**src/pkg/scan_select_map.svh**
```systemverilog
// Purpose: Constants of the multidrop scan address select block.
// Assumes: Included by its bare name wherever a constant is needed.
// Notes: Codes are eight-bit instruction register values.
`ifndef SCAN_SELECT_MAP_SVH
`define SCAN_SELECT_MAP_SVH

// ==========================================================================
// Register widths and reset values
// ==========================================================================
`define MAP_IR_W 8
`define MAP_ID_W 32
`define MAP_GROUP_W 2
`define MAP_IR_CAPTURE 8'h01
`define MAP_GROUP_RESET 2'h0
`define MAP_HELD_RESET 3'h7

// ==========================================================================
// Reserved addresses and instruction codes
// ==========================================================================
`define MAP_ADDR_INTERROGATE 7'h3A
`define MAP_ADDR_BROADCAST 7'h3B
`define MAP_ADDR_GROUP_HI 5'h0F
`define MAP_OP_RETURN_WAIT 8'hC3
`define MAP_OP_UNPARK 8'hE7
`define MAP_OP_GROUP_SEL 8'h03
`define MAP_OP_BYPASS 8'hFF
`define MAP_OP_IDCODE 8'hAA

`endif

```
**src/pkg/scan_select_pkg.sv**
```systemverilog
// Purpose: Types shared by the scan address select block and its buffer.
// Assumes: Nothing beyond plain SystemVerilog.
// Notes: State codes are written out so that traces read the same everywhere.
package scan_select_pkg;

    // ======================================================================
    // Controller states
    // ======================================================================
    typedef enum logic [3:0] {
        TAP_RESET = 4'h0, TAP_IDLE = 4'h1, TAP_SEL_DR = 4'h2, TAP_CAP_DR = 4'h3,
        TAP_SHIFT_DR = 4'h4, TAP_EXIT1_DR = 4'h5, TAP_PAUSE_DR = 4'h6,
        TAP_EXIT2_DR = 4'h7, TAP_UPD_DR = 4'h8, TAP_SEL_IR = 4'h9,
        TAP_CAP_IR = 4'hA, TAP_SHIFT_IR = 4'hB, TAP_EXIT1_IR = 4'hC,
        TAP_PAUSE_IR = 4'hD, TAP_EXIT2_IR = 4'hE, TAP_UPD_IR = 4'hF
    } tap_state_t;

    typedef enum logic [2:0] {
        SEL_WAIT = 3'h0, SEL_SINGLE = 3'h1, SEL_GROUP = 3'h2,
        SEL_BCAST = 3'h3, SEL_INTERROG = 3'h4, SEL_UNSEL = 3'h5
    } sel_state_t;

    // ======================================================================
    // Pin groups and buffered records
    // ======================================================================
    typedef struct packed {
        logic tck;
        logic tms;
        logic tdi;
    } scan_pins_t;

    typedef struct packed {
        logic data;
        logic oe;
        logic weak_one;
    } tdo_drive_t;

    typedef struct packed {
        sel_state_t mode;
        logic [7:0] opcode;
    } instr_update_t;

endpackage

```
**src/rtl/instr_fifo.sv**
```systemverilog
// Purpose: Small flip-flop FIFO for instruction update records.
// Assumes: One clock, asynchronous active-high reset.
// Notes: Depth must be a power of two of at least two.
`timescale 1ns/100ps
`default_nettype none

module instr_fifo #(
    parameter int WIDTH = 11,
    parameter int DEPTH = 8
) (
    input wire logic core_clk_i,
    input wire logic rst_i,
    input wire logic in_valid_i,
    output logic in_ready_o,
    input wire logic [WIDTH-1:0] in_data_i,
    output logic out_valid_o,
    input wire logic out_ready_i,
    output logic [WIDTH-1:0] out_data_o
);
    localparam int AW = $clog2(DEPTH);

    logic [WIDTH-1:0] mem_r [DEPTH];
    logic [AW-1:0] wr_r;
    logic [AW-1:0] rd_r;
    logic [AW:0] count_r;
    logic push;
    logic pop;

    // ======================================================================
    // Parameter check
    // ======================================================================
    if (DEPTH < 2 || (1 << AW) != DEPTH || WIDTH < 1)
    begin : g_bad
        $error("instr_fifo needs a power-of-two depth and a nonzero width");
    end

    // Full and empty come straight from the occupancy count.
    assign in_ready_o = (count_r != DEPTH[AW:0]);
    assign out_valid_o = (count_r != '0);
    assign push = in_valid_i & in_ready_o;
    assign pop = out_valid_o & out_ready_i;
    assign out_data_o = mem_r[rd_r];

    // Storage is written only on an accepted push.
    always_ff @(posedge core_clk_i)
    begin
        if (push)
        begin
            mem_r[wr_r] <= in_data_i;
        end
    end

    // Pointers and count move together so full and empty never disagree.
    always_ff @(posedge core_clk_i or posedge rst_i)
    begin
        if (rst_i)
        begin
            wr_r <= '0;
            rd_r <= '0;
            count_r <= '0;
        end
        else
        begin
            if (push)
            begin
                wr_r <= wr_r + 1'b1;
            end
            if (pop)
            begin
                rd_r <= rd_r + 1'b1;
            end
            if (push != pop)
            begin
                count_r <= push ? count_r + 1'b1 : count_r - 1'b1;
            end
        end
    end

endmodule

`default_nettype wire

```
**src/rtl/scan_address_select.sv**
```systemverilog
// Purpose: Level-1 selection logic of a multidrop scan bridge.
// Assumes: Backplane pins are slow next to core_clk_i (at least 4x).
// Notes: Pins are resynchronised and scan clock edges are found by sampling.
`timescale 1ns/100ps
`default_nettype none
`include "scan_select_map.svh"

module scan_address_select
    import scan_select_pkg::*;
#(
    parameter int ADDR_W = 7,
    parameter logic [31:0] ID_VALUE = 32'h1234_5001, // Arbitrary identity value.
    parameter int FIFO_DEPTH = 8
) (
    input wire logic core_clk_i,
    input wire logic rst_i,
    input wire scan_select_pkg::scan_pins_t pins_i,
    input wire logic [ADDR_W-1:0] slot_i,
    output scan_select_pkg::tdo_drive_t tdo_o,
    output scan_select_pkg::sel_state_t sel_state_o,
    output logic [2:0] held_in_logic_reset_o,
    output logic unpark_req_o,
    output logic [1:0] group_number_register_o,
    output logic instr_accept_o,
    output logic upd_valid_o,
    input wire logic upd_ready_i,
    output scan_select_pkg::instr_update_t upd_data_o
);
    import scan_select_pkg::*;

    // ======================================================================
    // Parameter check
    // ======================================================================
    if (ADDR_W != 7 && ADDR_W != 8)
    begin : g_bad_addr
        $error("scan_address_select supports seven or eight slot inputs");
    end

    // ======================================================================
    // Pin synchronisers and scan clock edge detection
    // ======================================================================
    scan_pins_t pins_s1_r;
    scan_pins_t pins_s2_r;
    logic [ADDR_W-1:0] slot_s1_r;
    logic [ADDR_W-1:0] slot_s2_r;
    logic tck_d_r;
    logic tck_rise;
    logic tck_fall;

    // Two flops per pin; only the second stage feeds any logic.
    always_ff @(posedge core_clk_i or posedge rst_i)
    begin
        if (rst_i)
        begin
            pins_s1_r <= '0;
            pins_s2_r <= '0;
            slot_s1_r <= '0;
            slot_s2_r <= '0;
            tck_d_r <= 1'b0;
        end
        else
        begin
            pins_s1_r <= pins_i;
            pins_s2_r <= pins_s1_r;
            slot_s1_r <= slot_i;
            slot_s2_r <= slot_s1_r;
            tck_d_r <= pins_s2_r.tck;
        end
    end

    assign tck_rise = pins_s2_r.tck & ~tck_d_r;
    assign tck_fall = ~pins_s2_r.tck & tck_d_r;

    // ======================================================================
    // Scan controller
    // ======================================================================
    tap_state_t tap_r;
    tap_state_t tap_nxt;

    // The standard sixteen-state walk, steered by the sampled mode pin.
    always_comb
    begin
        tap_nxt = tap_r;
        case (tap_r)
            TAP_RESET: tap_nxt = pins_s2_r.tms ? TAP_RESET : TAP_IDLE;
            TAP_IDLE: tap_nxt = pins_s2_r.tms ? TAP_SEL_DR : TAP_IDLE;
            TAP_SEL_DR: tap_nxt = pins_s2_r.tms ? TAP_SEL_IR : TAP_CAP_DR;
            TAP_CAP_DR: tap_nxt = pins_s2_r.tms ? TAP_EXIT1_DR : TAP_SHIFT_DR;
            TAP_SHIFT_DR: tap_nxt = pins_s2_r.tms ? TAP_EXIT1_DR : TAP_SHIFT_DR;
            TAP_EXIT1_DR: tap_nxt = pins_s2_r.tms ? TAP_UPD_DR : TAP_PAUSE_DR;
            TAP_PAUSE_DR: tap_nxt = pins_s2_r.tms ? TAP_EXIT2_DR : TAP_PAUSE_DR;
            TAP_EXIT2_DR: tap_nxt = pins_s2_r.tms ? TAP_UPD_DR : TAP_SHIFT_DR;
            TAP_UPD_DR: tap_nxt = pins_s2_r.tms ? TAP_SEL_DR : TAP_IDLE;
            TAP_SEL_IR: tap_nxt = pins_s2_r.tms ? TAP_RESET : TAP_CAP_IR;
            TAP_CAP_IR: tap_nxt = pins_s2_r.tms ? TAP_EXIT1_IR : TAP_SHIFT_IR;
            TAP_SHIFT_IR: tap_nxt = pins_s2_r.tms ? TAP_EXIT1_IR : TAP_SHIFT_IR;
            TAP_EXIT1_IR: tap_nxt = pins_s2_r.tms ? TAP_UPD_IR : TAP_PAUSE_IR;
            TAP_PAUSE_IR: tap_nxt = pins_s2_r.tms ? TAP_EXIT2_IR : TAP_PAUSE_IR;
            TAP_EXIT2_IR: tap_nxt = pins_s2_r.tms ? TAP_UPD_IR : TAP_SHIFT_IR;
            TAP_UPD_IR: tap_nxt = pins_s2_r.tms ? TAP_SEL_DR : TAP_IDLE;
            default: tap_nxt = TAP_RESET;
        endcase
    end

    // The controller only moves on a sampled rising edge of the scan clock.
    always_ff @(posedge core_clk_i or posedge rst_i)
    begin
        if (rst_i)
        begin
            tap_r <= TAP_RESET;
        end
        else if (tck_rise)
        begin
            tap_r <= tap_nxt;
        end
    end

    // ======================================================================
    // Address decode
    // ======================================================================
    logic [7:0] ir_r;
    logic [7:0] instr_r;
    sel_state_t sel_r;
    logic [1:0] group_r;
    logic upd_ir;
    logic addr_hit;
    logic addr_reserved;
    logic group_hit;

    // Reserved codes only exist with the top bit clear; seven-pin parts ignore it.
    function automatic logic low_page(input logic [7:0] code);
        low_page = (ADDR_W == 7) || !code[7];
    endfunction

    assign upd_ir = tck_rise && (tap_r == TAP_UPD_IR);
    assign addr_hit = (ir_r[ADDR_W-1:0] == slot_s2_r);
    assign addr_reserved = low_page(ir_r) && (ir_r[6:2] == `MAP_ADDR_GROUP_HI ||
        ir_r[6:0] == `MAP_ADDR_INTERROGATE || ir_r[6:0] == `MAP_ADDR_BROADCAST);
    assign group_hit = low_page(ir_r) && (ir_r[6:2] == `MAP_ADDR_GROUP_HI) &&
        (ir_r[1:0] == group_r);

    // ======================================================================
    // Selection controller
    // ======================================================================
    // Reserved codes win over the slot compare, since a slot never holds one.
    always_ff @(posedge core_clk_i or posedge rst_i)
    begin
        if (rst_i)
        begin
            sel_r <= SEL_WAIT;
        end
        else if (tap_r == TAP_RESET)
        begin
            sel_r <= SEL_WAIT;
        end
        else if (upd_ir && ir_r == `MAP_OP_RETURN_WAIT)
        begin
            sel_r <= SEL_WAIT;
        end
        else if (upd_ir && sel_r == SEL_WAIT)
        begin
            if (low_page(ir_r) && ir_r[6:0] == `MAP_ADDR_INTERROGATE)
                sel_r <= SEL_INTERROG;
            else if (low_page(ir_r) && ir_r[6:0] == `MAP_ADDR_BROADCAST)
                sel_r <= SEL_BCAST;
            else if (group_hit)
                sel_r <= SEL_GROUP;
            else if (!addr_reserved && addr_hit)
                sel_r <= SEL_SINGLE;
            else
                sel_r <= SEL_UNSEL;
        end
    end

    logic selected;
    assign selected = (sel_r == SEL_SINGLE) || (sel_r == SEL_GROUP) ||
        (sel_r == SEL_BCAST);

    // ======================================================================
    // Instruction register
    // ======================================================================
    // new bits enter at the top
    always_ff @(posedge core_clk_i or posedge rst_i)
    begin
        if (rst_i)
        begin
            ir_r <= `MAP_IR_CAPTURE;
        end
        else if (tck_rise && tap_r == TAP_CAP_IR)
        begin
            // in interrogation the complement of the address is loaded to be read back, else the capture value
            ir_r <= (sel_r == SEL_INTERROG) ? ~8'(slot_s2_r) : `MAP_IR_CAPTURE;
        end
        else if (tck_rise && tap_r == TAP_SHIFT_IR)
        begin
            ir_r <= {pins_s2_r.tdi, ir_r[7:1]};
        end
    end

    // Active instruction; a fresh selection falls back to identification.
    always_ff @(posedge core_clk_i or posedge rst_i)
    begin
        if (rst_i)
        begin
            instr_r <= `MAP_OP_IDCODE;
        end
        else if (tap_r == TAP_RESET)
        begin
            instr_r <= `MAP_OP_IDCODE;
        end
        else if (upd_ir && !selected)
        begin
            instr_r <= `MAP_OP_IDCODE;
        end
        else if (upd_ir)
        begin
            instr_r <= ir_r;
        end
    end

    // ======================================================================
    // Data registers
    // ======================================================================
    logic [31:0] dr_r;

    // data enters each register at its top bit
    always_ff @(posedge core_clk_i or posedge rst_i)
    begin
        if (rst_i)
        begin
            dr_r <= '0;
        end
        else if (tck_rise && tap_r == TAP_CAP_DR)
        begin
            case (instr_r)
                `MAP_OP_GROUP_SEL: dr_r <= {30'h0, group_r};
                `MAP_OP_BYPASS: dr_r <= 32'h0;
                default: dr_r <= ID_VALUE;
            endcase
        end
        else if (tck_rise && tap_r == TAP_SHIFT_DR)
        begin
            case (instr_r)
                `MAP_OP_GROUP_SEL: dr_r[1:0] <= {pins_s2_r.tdi, dr_r[1]};
                `MAP_OP_BYPASS: dr_r[0] <= pins_s2_r.tdi;
                default: dr_r <= {pins_s2_r.tdi, dr_r[31:1]};
            endcase
        end
    end

    // Group register is reachable only while singly selected.
    always_ff @(posedge core_clk_i or posedge rst_i)
    begin
        if (rst_i)
        begin
            group_r <= `MAP_GROUP_RESET;
        end
        else if (tck_rise && tap_r == TAP_UPD_DR && sel_r == SEL_SINGLE &&
            instr_r == `MAP_OP_GROUP_SEL)
        begin
            group_r <= dr_r[1:0];
        end
    end

    // ======================================================================
    // Backplane serial output
    // ======================================================================
    // Changes on the falling scan clock edge, as a shared line expects.
    always_ff @(posedge core_clk_i or posedge rst_i)
    begin
        if (rst_i)
        begin
            tdo_o <= '0;
        end
        else if (tck_fall)
        begin
            tdo_o <= '0;
            if (sel_r == SEL_SINGLE && tap_r == TAP_SHIFT_IR)
                tdo_o <= '{data: ir_r[0], oe: 1'b1, weak_one: 1'b0};
            else if (sel_r == SEL_SINGLE && tap_r == TAP_SHIFT_DR)
                tdo_o <= '{data: dr_r[0], oe: 1'b1, weak_one: 1'b0};
            else if (sel_r == SEL_INTERROG && tap_r == TAP_SHIFT_IR)
                tdo_o <= '{data: 1'b0, oe: !ir_r[0], weak_one: ir_r[0]};
        end
    end

    // ======================================================================
    // Local port hold and unpark request
    // ======================================================================
    logic unpark_upd;
    assign unpark_upd = upd_ir && selected && ir_r == `MAP_OP_UNPARK;

    always_ff @(posedge core_clk_i or posedge rst_i)
    begin
        if (rst_i)
        begin
            held_in_logic_reset_o <= `MAP_HELD_RESET;
            unpark_req_o <= 1'b0;
        end
        else
        begin
            unpark_req_o <= unpark_upd;
            if (unpark_upd)
                held_in_logic_reset_o <= 3'h0;
            else if (tap_r == TAP_RESET)
                held_in_logic_reset_o <= `MAP_HELD_RESET;
        end
    end

    // ======================================================================
    // Update record buffer toward the instruction decoder
    // ======================================================================
    // A full buffer drops the record; instr_accept_o tells the decoder so.
    instr_fifo #(
        .WIDTH($bits(instr_update_t)),
        .DEPTH(FIFO_DEPTH)
    ) u_fifo (
        .core_clk_i(core_clk_i),
        .rst_i(rst_i),
        .in_valid_i(upd_ir && selected),
        .in_ready_o(instr_accept_o),
        .in_data_i({sel_r, ir_r}),
        .out_valid_o(upd_valid_o),
        .out_ready_i(upd_ready_i),
        .out_data_o(upd_data_o)
    );

    assign sel_state_o = sel_r;
    assign group_number_register_o = group_r;
endmodule

`default_nettype wire
```
**config.mk**
```make
export PLATFORM = sky130hd
export DESIGN_NAME = scan_address_select
export DESIGN_NICKNAME = d
export VERILOG_FILES = /design/src/pkg/scan_select_pkg.sv /design/src/rtl/instr_fifo.sv /design/src/rtl/scan_address_select.sv
export VERILOG_INCLUDE_DIRS = /design/src /design/src/pkg
export SDC_FILE = /design/constraint.sdc
export NUM_CORES = 1
export LEC_CHECK = 0
export ABC_CLOCK_PERIOD_IN_PS = 9800
export BUFFER_PORTS_ARGS = -buffer_cell sky130_fd_sc_hd__buf_2
export CAP_MARGIN = 40
export CORE_UTILIZATION = 60
export CTS_CLUSTER_SIZE = 24
export DETAILED_ROUTE_END_ITERATION = 12
export HOLD_SLACK_MARGIN = 0.1
export PLACE_DENSITY = 0.78
export SYNTH_ARGS = -nofsm -noshare
export SYNTH_HDL_FRONTEND = slang
export SYNTH_HIERARCHICAL = 1
export SYNTH_SLANG_ARGS = --single-unit
```
**constraint.sdc**
```tcl
create_clock -name core_clk_i -period 9.8 [get_ports core_clk_i]
set_input_delay 1.47 -clock core_clk_i [delete_from_list [all_inputs] [get_ports core_clk_i]]
set_output_delay 1.47 -clock core_clk_i [all_outputs]
set_load 0.02 [all_outputs]
```
# After elaboration in Yosys (flattened, before gate mapping)
# Memory sizes are Yosys's and may differ from the RTL's.
# Cells that the tools add are included.
dict set report totals {
  ff_bits 95
  ramBits 88
  inputBits 13
  output_inout_bits 25
  elab_cells 148
  n_memories 1
}
# name depth word_bits read_ports rd_ports_with_merged_regs wr line
set mem_list {}
lappend mem_list {u_fifo.mem_r 8 11 1 0 1 instr_fifo.sv:22} ;# logic [WIDTH-1:0] mem_r [DEPTH];
dict set report op_classes {
  add_sub_neg 4
  n_eq_ne 32
  muxes 40
  bitwise_logic 7
  n_reduce_logical 39
}
# cell n
set ops {}
lappend ops {{$mux 32} 2}
lappend ops {{$pmux 29 s2} 1}
lappend ops {{$mux 8} 6}
lappend ops {{$pmux 4 s12} 1}
lappend ops {{$mux 3} 13}
lappend ops {{$eq 4x4->1 const B} 8}
lappend ops {{$mux 30} 1}
lappend ops {{$eq 8x8->1 const B} 3}
lappend ops {{$mux 4} 5}
lappend ops {{$logic_and 1x1->1} 18}
lappend ops {{$eq 4x3->1 const B} 4}
lappend ops {{$eq 7x6->1 const B} 2}
lappend ops {{$eq 4x2->1 const B} 2}
lappend ops {{$eq 8x2->1 const B} 1}
lappend ops {{$mux 2} 4}
lappend ops {{$not 7->8} 1}
lappend ops {{$eq 7x7->1} 1}
lappend ops {{$add 3x1->3 const B} 2}
lappend ops {{$eq 3x2->1 const B} 2}
lappend ops {{$mux 1} 6}
lappend ops {{$reduce_bool 2->1} 3}
lappend ops {{$reduce_bool 3->1} 2}
lappend ops {{$reduce_or 2->1} 3}
lappend ops {{$eq 5x4->1 const B} 1}
lappend ops {{other kinds (20)} 30}

# Longest topological paths before layout
# Gate-level depths: netlist (run 1).
dict set report logic_depth {
  word_depth 12
  depth_mapped 10
  ltp_nobuf 8
}

# By module
# The synthesis (run 1) kept the hierarchy.
# mod n_inst cells_per_inst area_each_um2 seq_area_each_um2
set by_module_without_submodules {}
lappend by_module_without_submodules {instr_fifo 1 187 3915.0 2892.8}
lappend by_module_without_submodules {scan_address_select 1 340 3697.3 2084.5}

# Least setup slack after synthesis (run 1)
# No wires, ideal clock.
dict set report synth_timing {
  path_kind {flip-flop to flip-flop}
  start {register sel_r[0], in the netlist sel_state_o[0]}
  end {memory u_fifo.mem_r[0][0], enable pin}
  setup_ns 0.408
  arrival_ns 2.868
  path_slack_ns 6.524
  path_stages_with_launch 7
  n_path_buf 2
  synth_period_minus_slack_ns 3.276
  path_cell_list {dfrtp_1 -> clkbuf_1 -> nor2_1 -> nor4_1 -> buf_6 -> nand2_2 -> nor4_1}
}
dict set report synth_between {
  elab_chain_cells 7
}
# item line
set synth_lines {}
lappend synth_lines {{start, declared} scan_address_select.sv:123} ;# sel_state_t sel_r;
lappend synth_lines {{start signal, assigned} scan_address_select.sv:150} ;# sel_r <= SEL_WAIT;
lappend synth_lines {{start signal, assigned} scan_address_select.sv:154} ;# sel_r <= SEL_WAIT;
lappend synth_lines {{start signal, assigned} scan_address_select.sv:158} ;# sel_r <= SEL_WAIT;
lappend synth_lines {{$eq 3x1->1 / $eq 3x2->1 (equally long branches)} scan_address_select.sv:176} ;# assign selected = (sel_r == SEL_SINGLE) || (sel_r == SEL_GROUP) ||
lappend synth_lines {{$logic_or 1x1->1} scan_address_select.sv:176}
lappend synth_lines {{$logic_or 1x1->1 *} scan_address_select.sv:176}
lappend synth_lines {{$logic_and 1x1->1 *} scan_address_select.sv:320} ;# .in_valid_i(upd_ir && selected),
lappend synth_lines {{$and 1x1->1 *} instr_fifo.sv:40} ;# assign push = in_valid_i & in_ready_o;
lappend synth_lines {{$mux 1 *} instr_fifo.sv:47} ;# if (push)
lappend synth_lines {{$mux 1 (not written as such) *} instr_fifo.sv:49} ;# mem_r[wr_r] <= in_data_i;
lappend synth_lines {{end, declared} instr_fifo.sv:22}
# Every way passes the cells marked *; elsewhere a longest branch is shown, timed or not.

==> results of run 1 <==
-- state kept, by name, indices dropped and copies added (netlist names), 4 cells and up --
register / cells
dr_r: 32
tap_r: 4
slot_s2_r: 7
instr_r: 8
slot_s1_r: 7
u_fifo/mem_r: 88
ir_r: 8
u_fifo/count_r: 4
-- cell type report --
| type | instances | area share [%] |
|---|---|---|
| clock buffer | 18 | 4.948 |
| clock inverter | 14 | 2.020 |
| inverter | 12 | 0.5338 |
| multi-input combinational | 302 | 28.25 |
| sequential | 181 | 57.39 |
| tap | 168 | 2.424 |
| timing repair buffer | 55 | 4.443 |
-- cells in the mapped netlist (3+ instances only) --
cell	number
a211oi_1	4
a21oi_1	17
a22o_1	25
a22oi_1	6
a2bb2oi_1	5
a31oi_1	4
and2_1	3
buf_1	3
buf_2	8
buf_4	4
clkbuf_1	16
dfrtp_1	87
dfstp_2	6
edfxtp_1	88
ha_1	4
inv_1	12
mux2_1	3
mux2_2	13
mux2i_1	3
mux4_2	22
nand2_1	22
nand2b_1	7
nand3_1	6
nand4_1	8
nand4b_1	3
nor2_1	35
nor2b_1	4
nor3_1	12
nor3b_1	3
nor4_1	8
o211ai_1	3
o21ai_0	18
o2bb2ai_1	7
or3_1	4
or4_1	3
xnor2_1	9
xor2_1	6
-- cells by family (layout without fill, tap and decap cells) --
logic type / count (synthesis) / after routing / synth area share, %
flip-flops: 181 / 181 / 65.38
buffers and inverters: 44 / 99 / 2.597
AND/OR/NAND/NOR: 132 / 132 / 9.386
adder cells (fa/ha/maj): 5 / 5 / 0.9205
multiplexers: 41 / 41 / 9.270
AO/OA/AOI/OAI: 109 / 109 / 10.72
XOR/XNOR: 15 / 15 / 1.726
-- layer usage --
metal	vias to the layer above	GRT usage [%]
li1	2118	-
met1	2359	30.39
met2	113	40.93
met3	30	4.394
met4	0	10.04
met5	-	0
-- through the flow --
step	cell area (um^2)	total power (uW)	hold slack [ps]
floorplan	7612	1298	331.2
CTS	8673	2112	351.6
global placement	7944	1380	336.2
finish	8673	2095	348.7
detailed placement	8069	1425	337.1
global route	8673	2200	355.5
-- power by group through the flow --
stage,clock network (uW),logic (uW),registers (uW)
CTS,699,465,949
detailed placement,0,461,964
global route,728,510,962
floorplan,0,386,912
finish,684,460,950
global placement,0,393,986
-- placed cells by master (no fill, tap or decap), types with 3 or more instances in the layout --
cell        count
mux4_2         22
a2bb2oi_1       5
o2bb2ai_1       7
mux2i_1         3
nor3b_1         3
a22oi_1         6
nand3_1         6
a211oi_1        4
nand4_1         8
inv_1          11
a22o_1         25
buf_2          38
a31oi_1         4
clkinvlp_4      3
dfrtp_1        87
a21oi_1        17
o211ai_1        3
nor2b_1         4
inv_6           4
and2_1          3
edfxtp_1       88
mux2_2         13
buf_4          12
xor2_1          6
dfstp_2         6
or4_1           3
nor3_1         12
ha_1            4
o21ai_0        18
bufinv_16       3
xnor2_1         9
or3_1           4
mux2_1          3
clkbuf_16      17
buf_16          3
nand4b_1        3
nor2_1         35
nand2b_1        7
nor4_1          6
nand2_1        22
-- worst min path at each step --
| stage | endpoint | slack, ps | cells past startpoint |
|---|---|---|---|
| floorplan | pins_s2_r[0] | 330 | 0 |
| finish | slot_s2_r[1] | 350 | 0 |
| detailed placement | pins_s2_r[0] | 340 | 0 |
| CTS | pins_s2_r[0] | 350 | 0 |
| global route | slot_s2_r[3] | 360 | 0 |
| global placement | pins_s2_r[2] | 340 | 0 |
==> summary.md, run 1 <==
Entering global routing, the biggest net connects 53 pins. In the post-route analysis, the smallest setup slack over all paths is 6157 ps. The logs give 37.80% for the worst slew margin relative to its limit and 22.0% for the combinational share of power.

For this design the total switching power over the nets is 612.7 uW. At the end of the flow, the number of nets in the layout was 587. The routed design uses 7.336 mm of met2 wire.

VDD sags by at most 0.1501 mV. Counting every instance in the synthesized netlist gives 527. Adding up every negative setup slack in the final design gives 0 ps.

Including well taps, the total number of placed cells is 718. Compared with the post-synthesis result, the final layout area differs by 13.94%. The signal on the critical path passes through buf_4 > mux4_2 > mux2_2 > buf_2. The maximum clock frequency is 0.2745 GHz, and the total wire length after detailed routing is 14.13 mm.

The number of buffers added by the clock tree synthesis step is 17. Of the total power, the share spent switching nets is 29.25%. The tools report the placeable core region as 0.01221 mm^2. The fraction of final layout cells with drive strength greater than 1 came out at 23.88%.

Measured in cells, the most critical reg-to-reg path has a length of 9. TritonCTS built the clock tree. STA puts the critical path data arrival time at 2170 ps.

For the internal power of the cells, the log shows 1482 uW. The die outline width is 114.6 um. The first TritonRoute pass finished after 5 iterations.

The worst hold path belongs to the class reg2reg. Wire segments on met3 add up to 479 um in the final route. Clock tree synthesis selected as its root buffer the cell clkbuf_16. The tools report the number of cell rows as 40. Ranked by total cell area, the synthesized netlist is headed by edfxtp_1 (35%), dfrtp_1 (29%), mux4_2 (6.5%). Detailed-route vias per instance: 6.160. The logs give 0 for the antenna violation net count after detailed routing and 0 for the post-cts gate resize count. The cell family contributing the most delay on the critical path was multiplexers. The number of nets produced by synthesis is 545. Dividing the detail-routed wire length by the instance count gives 18.84 um. Number of standard cells in the final layout excluding fillers: 750. Across every metal layer, demand over resource in global routing totals 23.96%. The run gives 338 as the starting DRC count in detailed routing. The run gives 0.8322 as the final weighted congestion in routability-driven placement. The area taken by flip-flops and latches is 0.004977 mm^2. Critical path launch point type: a register. After synthesis, the share of flip-flops with an asynchronous set or reset is 51.38%. The highest fanout seen on the critical path came out at 24. The critical path contains buffers and inverters numbering 2 combined.

The path type of the worst setup path is reg2out. Of the total power, registers draw 45.4%. The count of flip-flops with a built-in enable after synthesis was 88; the final hold violation count was 0. The number of flip-flops and latches in the synthesized netlist works out to 181. Reg-to-reg startpoint: tap_r[1]. For the pin with the worst max-slew slack, the measured transition is 928.6 ps. The half-perimeter wire length of the detailed placement result was 9.163 mm. The run gives 4 as the H-tree depth. In this run the tool buffered the top-level ports with 37 buffer cells. The largest individual stage delay along the critical path comes from the cell mux4_2. For the number of filler cells placed in the layout, the log shows 839. For this run, the leading register cell type out of synthesis is edfxtp_1. After detailed routing, the wire length on met1 is 5.995 mm. From bottom edge to top edge, the die measures 114.6 um. On the final layout, the worst clock skew is 8.757 ps. On the worst path, the slowest cell contributes a delay of 580 ps. Data on the critical path is required at its endpoint by 8330 ps. The tools report the destination of the worst register-to-register timing path as u_fifo/count_r[3]. For the worst-skew pair, the clock arrives at the later sink with an insertion delay of 420 ps. After clock tree synthesis, the clock-pin slew on the worst setup and hold paths is 70 ps. The run gives 0.007612 mm^2 as the post-synthesis instance area. The antenna diode instance count came out at 0. For the count of max-cap constraint violations, the log shows 0. Starting utilization of the core area: 62.34%. The portion of the clock cycle consumed by the worst path in the final layout is 37.17%. The area fraction of the dominant cell type after synthesis works out to 34.71%. Uppermost layer routed: met4.

After clock tree synthesis, the flow added hold-fix buffers numbering 0. The most critical setup path has its endpoint at upd_data_o[4]. The initial antenna violation count was 0; the number of different library cells in the post-synthesis netlist was 67. The largest total area in the synthesized netlist belongs to edfxtp_1.

The startpoint of the worst setup timing path is u_fifo/rd_r[0]. The area taken by multi-input logic gates was 0.002450 mm^2; the number of design rule violations left after detail routing was 0. The overflow left after global routing was 0. Setup repair after global routing left no endpoint under its margin. The TritonCTS sink count came out at 181. Buffers added to address setup during post-CTS repair amount to 0. The tools report the final-report max-slew violation count as 0. STA classifies the critical path endpoint as a primary output. Timing analysis after detailed placement gives a worst setup slack of 6582 ps. 38 I/O pins were placed.

The routed layout has 4,620 vias. The clock period could shrink to 3643 ps. The flow ran to the end, and the final reports show no timing, DRC or antenna violations.

The first-pass GRT wire length was 23.26 mm. For the die area, the log shows 0.01314 mm^2. The average instance in the mapped netlist occupies 14.44 um^2. The Yosys step of the flow raised 6 warnings. In this run the static leakage power is 0.003353 uW.

The power density normalized to cell area was 241.5 mW/mm^2; the largest buffer count on any clock path was 2. The register-to-register setup slack is 6830 ps. For the fraction of power consumed by the clock network, the log shows 32.7%. Sequential cells were found to cover 65.38% of the synthesized design area. Counting buffers and inverters, the worst setup path is 4 cells deep.

The tools report the worst min-delay path startpoint as slot_s1_r[1]. Once layout is complete, the utilization of the core stands at 71.02%. The number of global-route vias before repair is 4,538, and the final-report setup violation count is 0.
Note: power is estimated with default switching activity, not from simulation.
==> inputs of run 2 (changes only) <==
- ABC_AREA: default -> 1
- ABC_CLOCK_PERIOD_IN_PS: 9800 -> 3100
- CORE_UTILIZATION: 60 -> 55
- PLACE_DENSITY: 0.78 -> 0.75
- clock period: 9.8 -> 3.1 ns (I/O delays scaled with it)
==> run 2 against run 1 <==
Compared with the run above: worst hold slack lost 210 ps; critical path depth grew 2; core utilization shrank 7.6 points; first-iteration DRC count grew 82%; combinational power grew to 4.2 times the previous value; final cell count grew 38%; sequential share of layout area shrank 1.1 points; non-clock buffer count is the same; synthesized cell count grew 52%; wire length grew 19%; flip-flop and latch count is the same; via count grew 25%; critical endpoint is now upd_data_o[5]; highest routed layer unchanged.
==> summary.md, run 2 <==
The worst min-delay path category was in2reg. Post-layout net count: 862. Sequential cells were found to cover 63.00% of the synthesized design area.

Global routing finished with a remaining overflow of 0. For the worst setup path, the data required time is 2630 ps. The synthesized area per cell is 9.838 um^2, and the number of cells traversed by the worst register-to-register path is 16. The dominant cell type by count on the critical path is nand2_1. The largest registers in the layout are u_fifo/mem_r: 88 flops, dr_r: 32 flops.

Clock latency on the worst-skew pair, taken at its later pin, is 430 ps. More flip-flops sit in one register than any other, and that register is u_fifo/mem_r. The worst setup path is captured at a primary output.

The number of I/O port buffers was 37; the number of different library cells in the post-synthesis netlist was 37. The tools report the final weighted congestion in routability-driven placement as 0.8823. After floorplanning, the core was divided into 43 placement rows. Total wire length after detailed routing: 16.85 mm. In this run the register-to-register setup slack is 500 ps. For the pin with the worst max-slew slack, the measured transition is 745.7 ps. The termination of the worst setup path is upd_data_o[5]. The register with the most flip-flops in the layout has 88 of them. Measured against its own limit, the worst slew margin works out to 50.23%. The highest fanout seen on the critical path is 27, and the antenna diode instance count is 0.

For the worst setup path, the data arrival time is 2300 ps. Dividing total power by cell area gives a power density of 802.4 mW/mm^2. Clock tree synthesis inserted a total of 17 buffers. The die area was 0.01485 mm^2.

The run gives 63.41% as the post-route core utilization. Global routing used 24.77% of the available tracks. For the via count, the log shows 5,756. The antenna violation net count after detailed routing is 0, and the starting utilization of the core area is 56.69%. After floorplanning, the core was sized to cover 0.01393 mm^2. In the routed design, unresolved DRC markers number 0. The path type of the worst setup path is reg2out. By area the synthesized netlist is led by edfxtp_1 (33%), dfrtp_1 (28%), nand2_1 (9.7%). The routed length per instance was 16.24 um.

For this block, the initial DRC count from the detailed router was 614. TritonCTS sink count: 181. The final-report max-slew violation count was 0. Setup repair after global routing left no endpoint under its margin.

The die is 121.9 um wide. From synthesis to final layout, the design area changed by 11.85%. The top-level port count is 38. The top cell types in the final layout, fill and taps aside, are nand2_1 (204), nor2_1 (106), edfxtp_1 (88), dfrtp_1 (87), o21ai_0 (60). The count of cells in the finished layout, fillers not included, comes to 1,037. Yosys printed 6 warnings. In this run, synthesis inferred 88 flip-flops with an integrated enable. Counting I/O delays and the setup requirement, the final critical path takes 2761 ps. In this run the critical register-to-register path is captured at u_fifo/count_r[3]. In this run the vertical extent of the chip is 121.9 um. The run gives 0 as the initial antenna violation count.

After clock tree synthesis, the setup repair step added 0 buffers. Traced cell by cell, the critical path runs through buf_4 > o21ai_0 > o22ai_1 > nand2_1 > nand2_1 > buf_2. Setup violations remaining at the end of the flow were counted as 0.

In this run the critical register-to-register path is launched from tap_r[0]. Summed over all instances, the cell type with the most area after synthesis is edfxtp_1. The run finished with clean final reports. The analysis attributes to cell leakage a power of 0.003963 uW. The tools report the final hold violation count as 0. For the maximum clock frequency, the log shows 0.3622 GHz. On the final layout, the worst clock skew is 7.000 ps. The number of global-route vias before repair is 5,566, and the fraction of registers with async set/reset is 51.38%.

TritonCTS built the clock tree. The power consumption was 7090 uW; the largest buffer count on any clock path was 2. The most critical setup path has its startpoint at u_fifo/rd_r[1]. Sorting the synthesized cells by how often they occur yields nand2_1 (204), nor2_1 (106), edfxtp_1 (88), dfrtp_1 (87), o21ai_0 (60).

The post-synthesis instance area was 0.007900 mm^2. For this run, the detailed router's first-pass iteration total came to 5. Leaving out fill and tap cells, the most frequent cell in the layout is nand2_1. Across the run, the number of max-cap violations was 0.

By instance count, the leading cell after synthesis is nand2_1. The H-tree depth was 4; the largest net degree at the start of global routing was 46. Critical path launch point type: a register. Including well taps, the total number of placed cells is 1,004.

The tree is rooted in a clkbuf_16. After synthesis, the largest area contributor takes up 33.45% of total cell area. After detailed routing, the number of vias per cell comes to 5.551.

Synthesis produced a netlist with a net count of 821. The run gives 0.5051 mV as the worst vdd rail ir drop. The cell count after synthesis was 803.

The half-perimeter wire length of the detailed placement result was 11.34 mm; the portion of the clock cycle consumed by the worst path in the final layout was 89.06%. The tightest hold path in the finished design has a slack of 140.9 ps. Clock-pin slew was measured on the worst setup and hold paths at 60 ps. The synthesized design contains 181 register bits. The worst-path cell with the longest stage delay is dfrtp_1.

Most used flip-flop cell after synthesis: edfxtp_1. Fraction of final layout cells with drive strength greater than 1: 12.95%. The hold-critical path depth is 1, and the setup TNS after final layout is 0 ps.

The first global-routing pass estimated 27.41 mm of wire. In this design, the stage delay of the slowest critical-path cell is 740 ps.
run 2: cell types whose count changed after synthesis, sizes merged, moves of 7 or more:
cell     previous run  this run
a22o               25         0
xnor2               9         0
mux2               16         1
nor4                9         0
mux2i               3        11
o21ai              18        73
nor2               35       111
nand3               6        54
o22ai               0        11
o2bb2ai             7         0
nand2              23       210
mux4               22         0
inv                12        61
nand2b              7         0
run 2: how the worst min path moves through the flow:
| stage | from | endpoint | slack, ps |
|---|---|---|---|
| floorplan | rst_i | u_fifo/count_r[0] | 310 |
| global placement | pins_s1_r[0] | pins_s2_r[0] | 340 |
| detailed placement | slot_s1_r[4] | slot_s2_r[4] | 340 |
| CTS | pins_i[1] | pins_s1_r[1] | 130 |
| global route | pins_i[1] | pins_s1_r[1] | 130 |
| finish | pins_i[1] | pins_s1_r[1] | 140 |
run 2: logic make-up (layout without fill, tap and decap cells):
logic type / count (synthesis) / in the layout / share of synthesized area (%)
adder cells (fa/ha/maj): 5 / 5 / 0.8870
XOR/XNOR: 7 / 7 / 0.7761
buffers and inverters: 94 / 148 / 5.337
AO/OA/AOI/OAI: 110 / 110 / 7.428
multiplexers: 12 / 12 / 1.536
AND/OR/NAND/NOR: 394 / 394 / 21.03
flip-flops: 181 / 181 / 63.00
run 2: what timing repair did:
item	in CTS	in global routing
hold buffers	1	0
hold endpoints to repair	10	0
setup endpoints to repair	0	0
gates resized for setup	0	0
run 2: final cells by class:
cell class / instances / area (um^2)
Timing Repair Buffer: 55 / 342.8
Sequential cell: 181 / 4977
Fill cell: 1092 / 5099
Inverter: 61 / 230.2
Clock inverter: 11 / 97.59
Tap cell: 180 / 225.2
Clock buffer: 21 / 461.7
Multi-Input combinational cell: 528 / 2501
run 2: per-stage QoR:
stage | cell area, um^2 | setup WS [ps]
floorplan | 7900 | 508.1
global placement | 8252 | 691.5
detailed placement | 8267 | 557.4
CTS | 8836 | 359.1
global route | 8836 | 242.4
finish | 8836 | 339.1
run 2: worst max-delay path: cells and delay by family, from the launching register on:
kind	cells	cell delay, ps
simple gates	2	140
buf+inv	2	530
flops	1	740
compound gates	2	440
run 2: routing by layer:
layer | vias to the layer above | track usage, % | part of all wire [%]
met1 | 2752 | 31.47 | 42
met4 | 0 | 10.65 | 2.8
met5 | - | 0 | 0
met2 | 211 | 40.96 | 50
li1 | 2755 | - | -
met3 | 38 | 5.431 | 5.3
run 2: power breakdown:
group | leakage (uW) | switching, uW | total (uW) | internal, uW
Clock | 0.000275 | 872 | 2030 | 1160
Sequential | 0.00203 | 390 | 3140 | 2750
Combinational | 0.00166 | 1310 | 1920 | 612
Total | 0.00396 | 2570 | 7090 | 4520
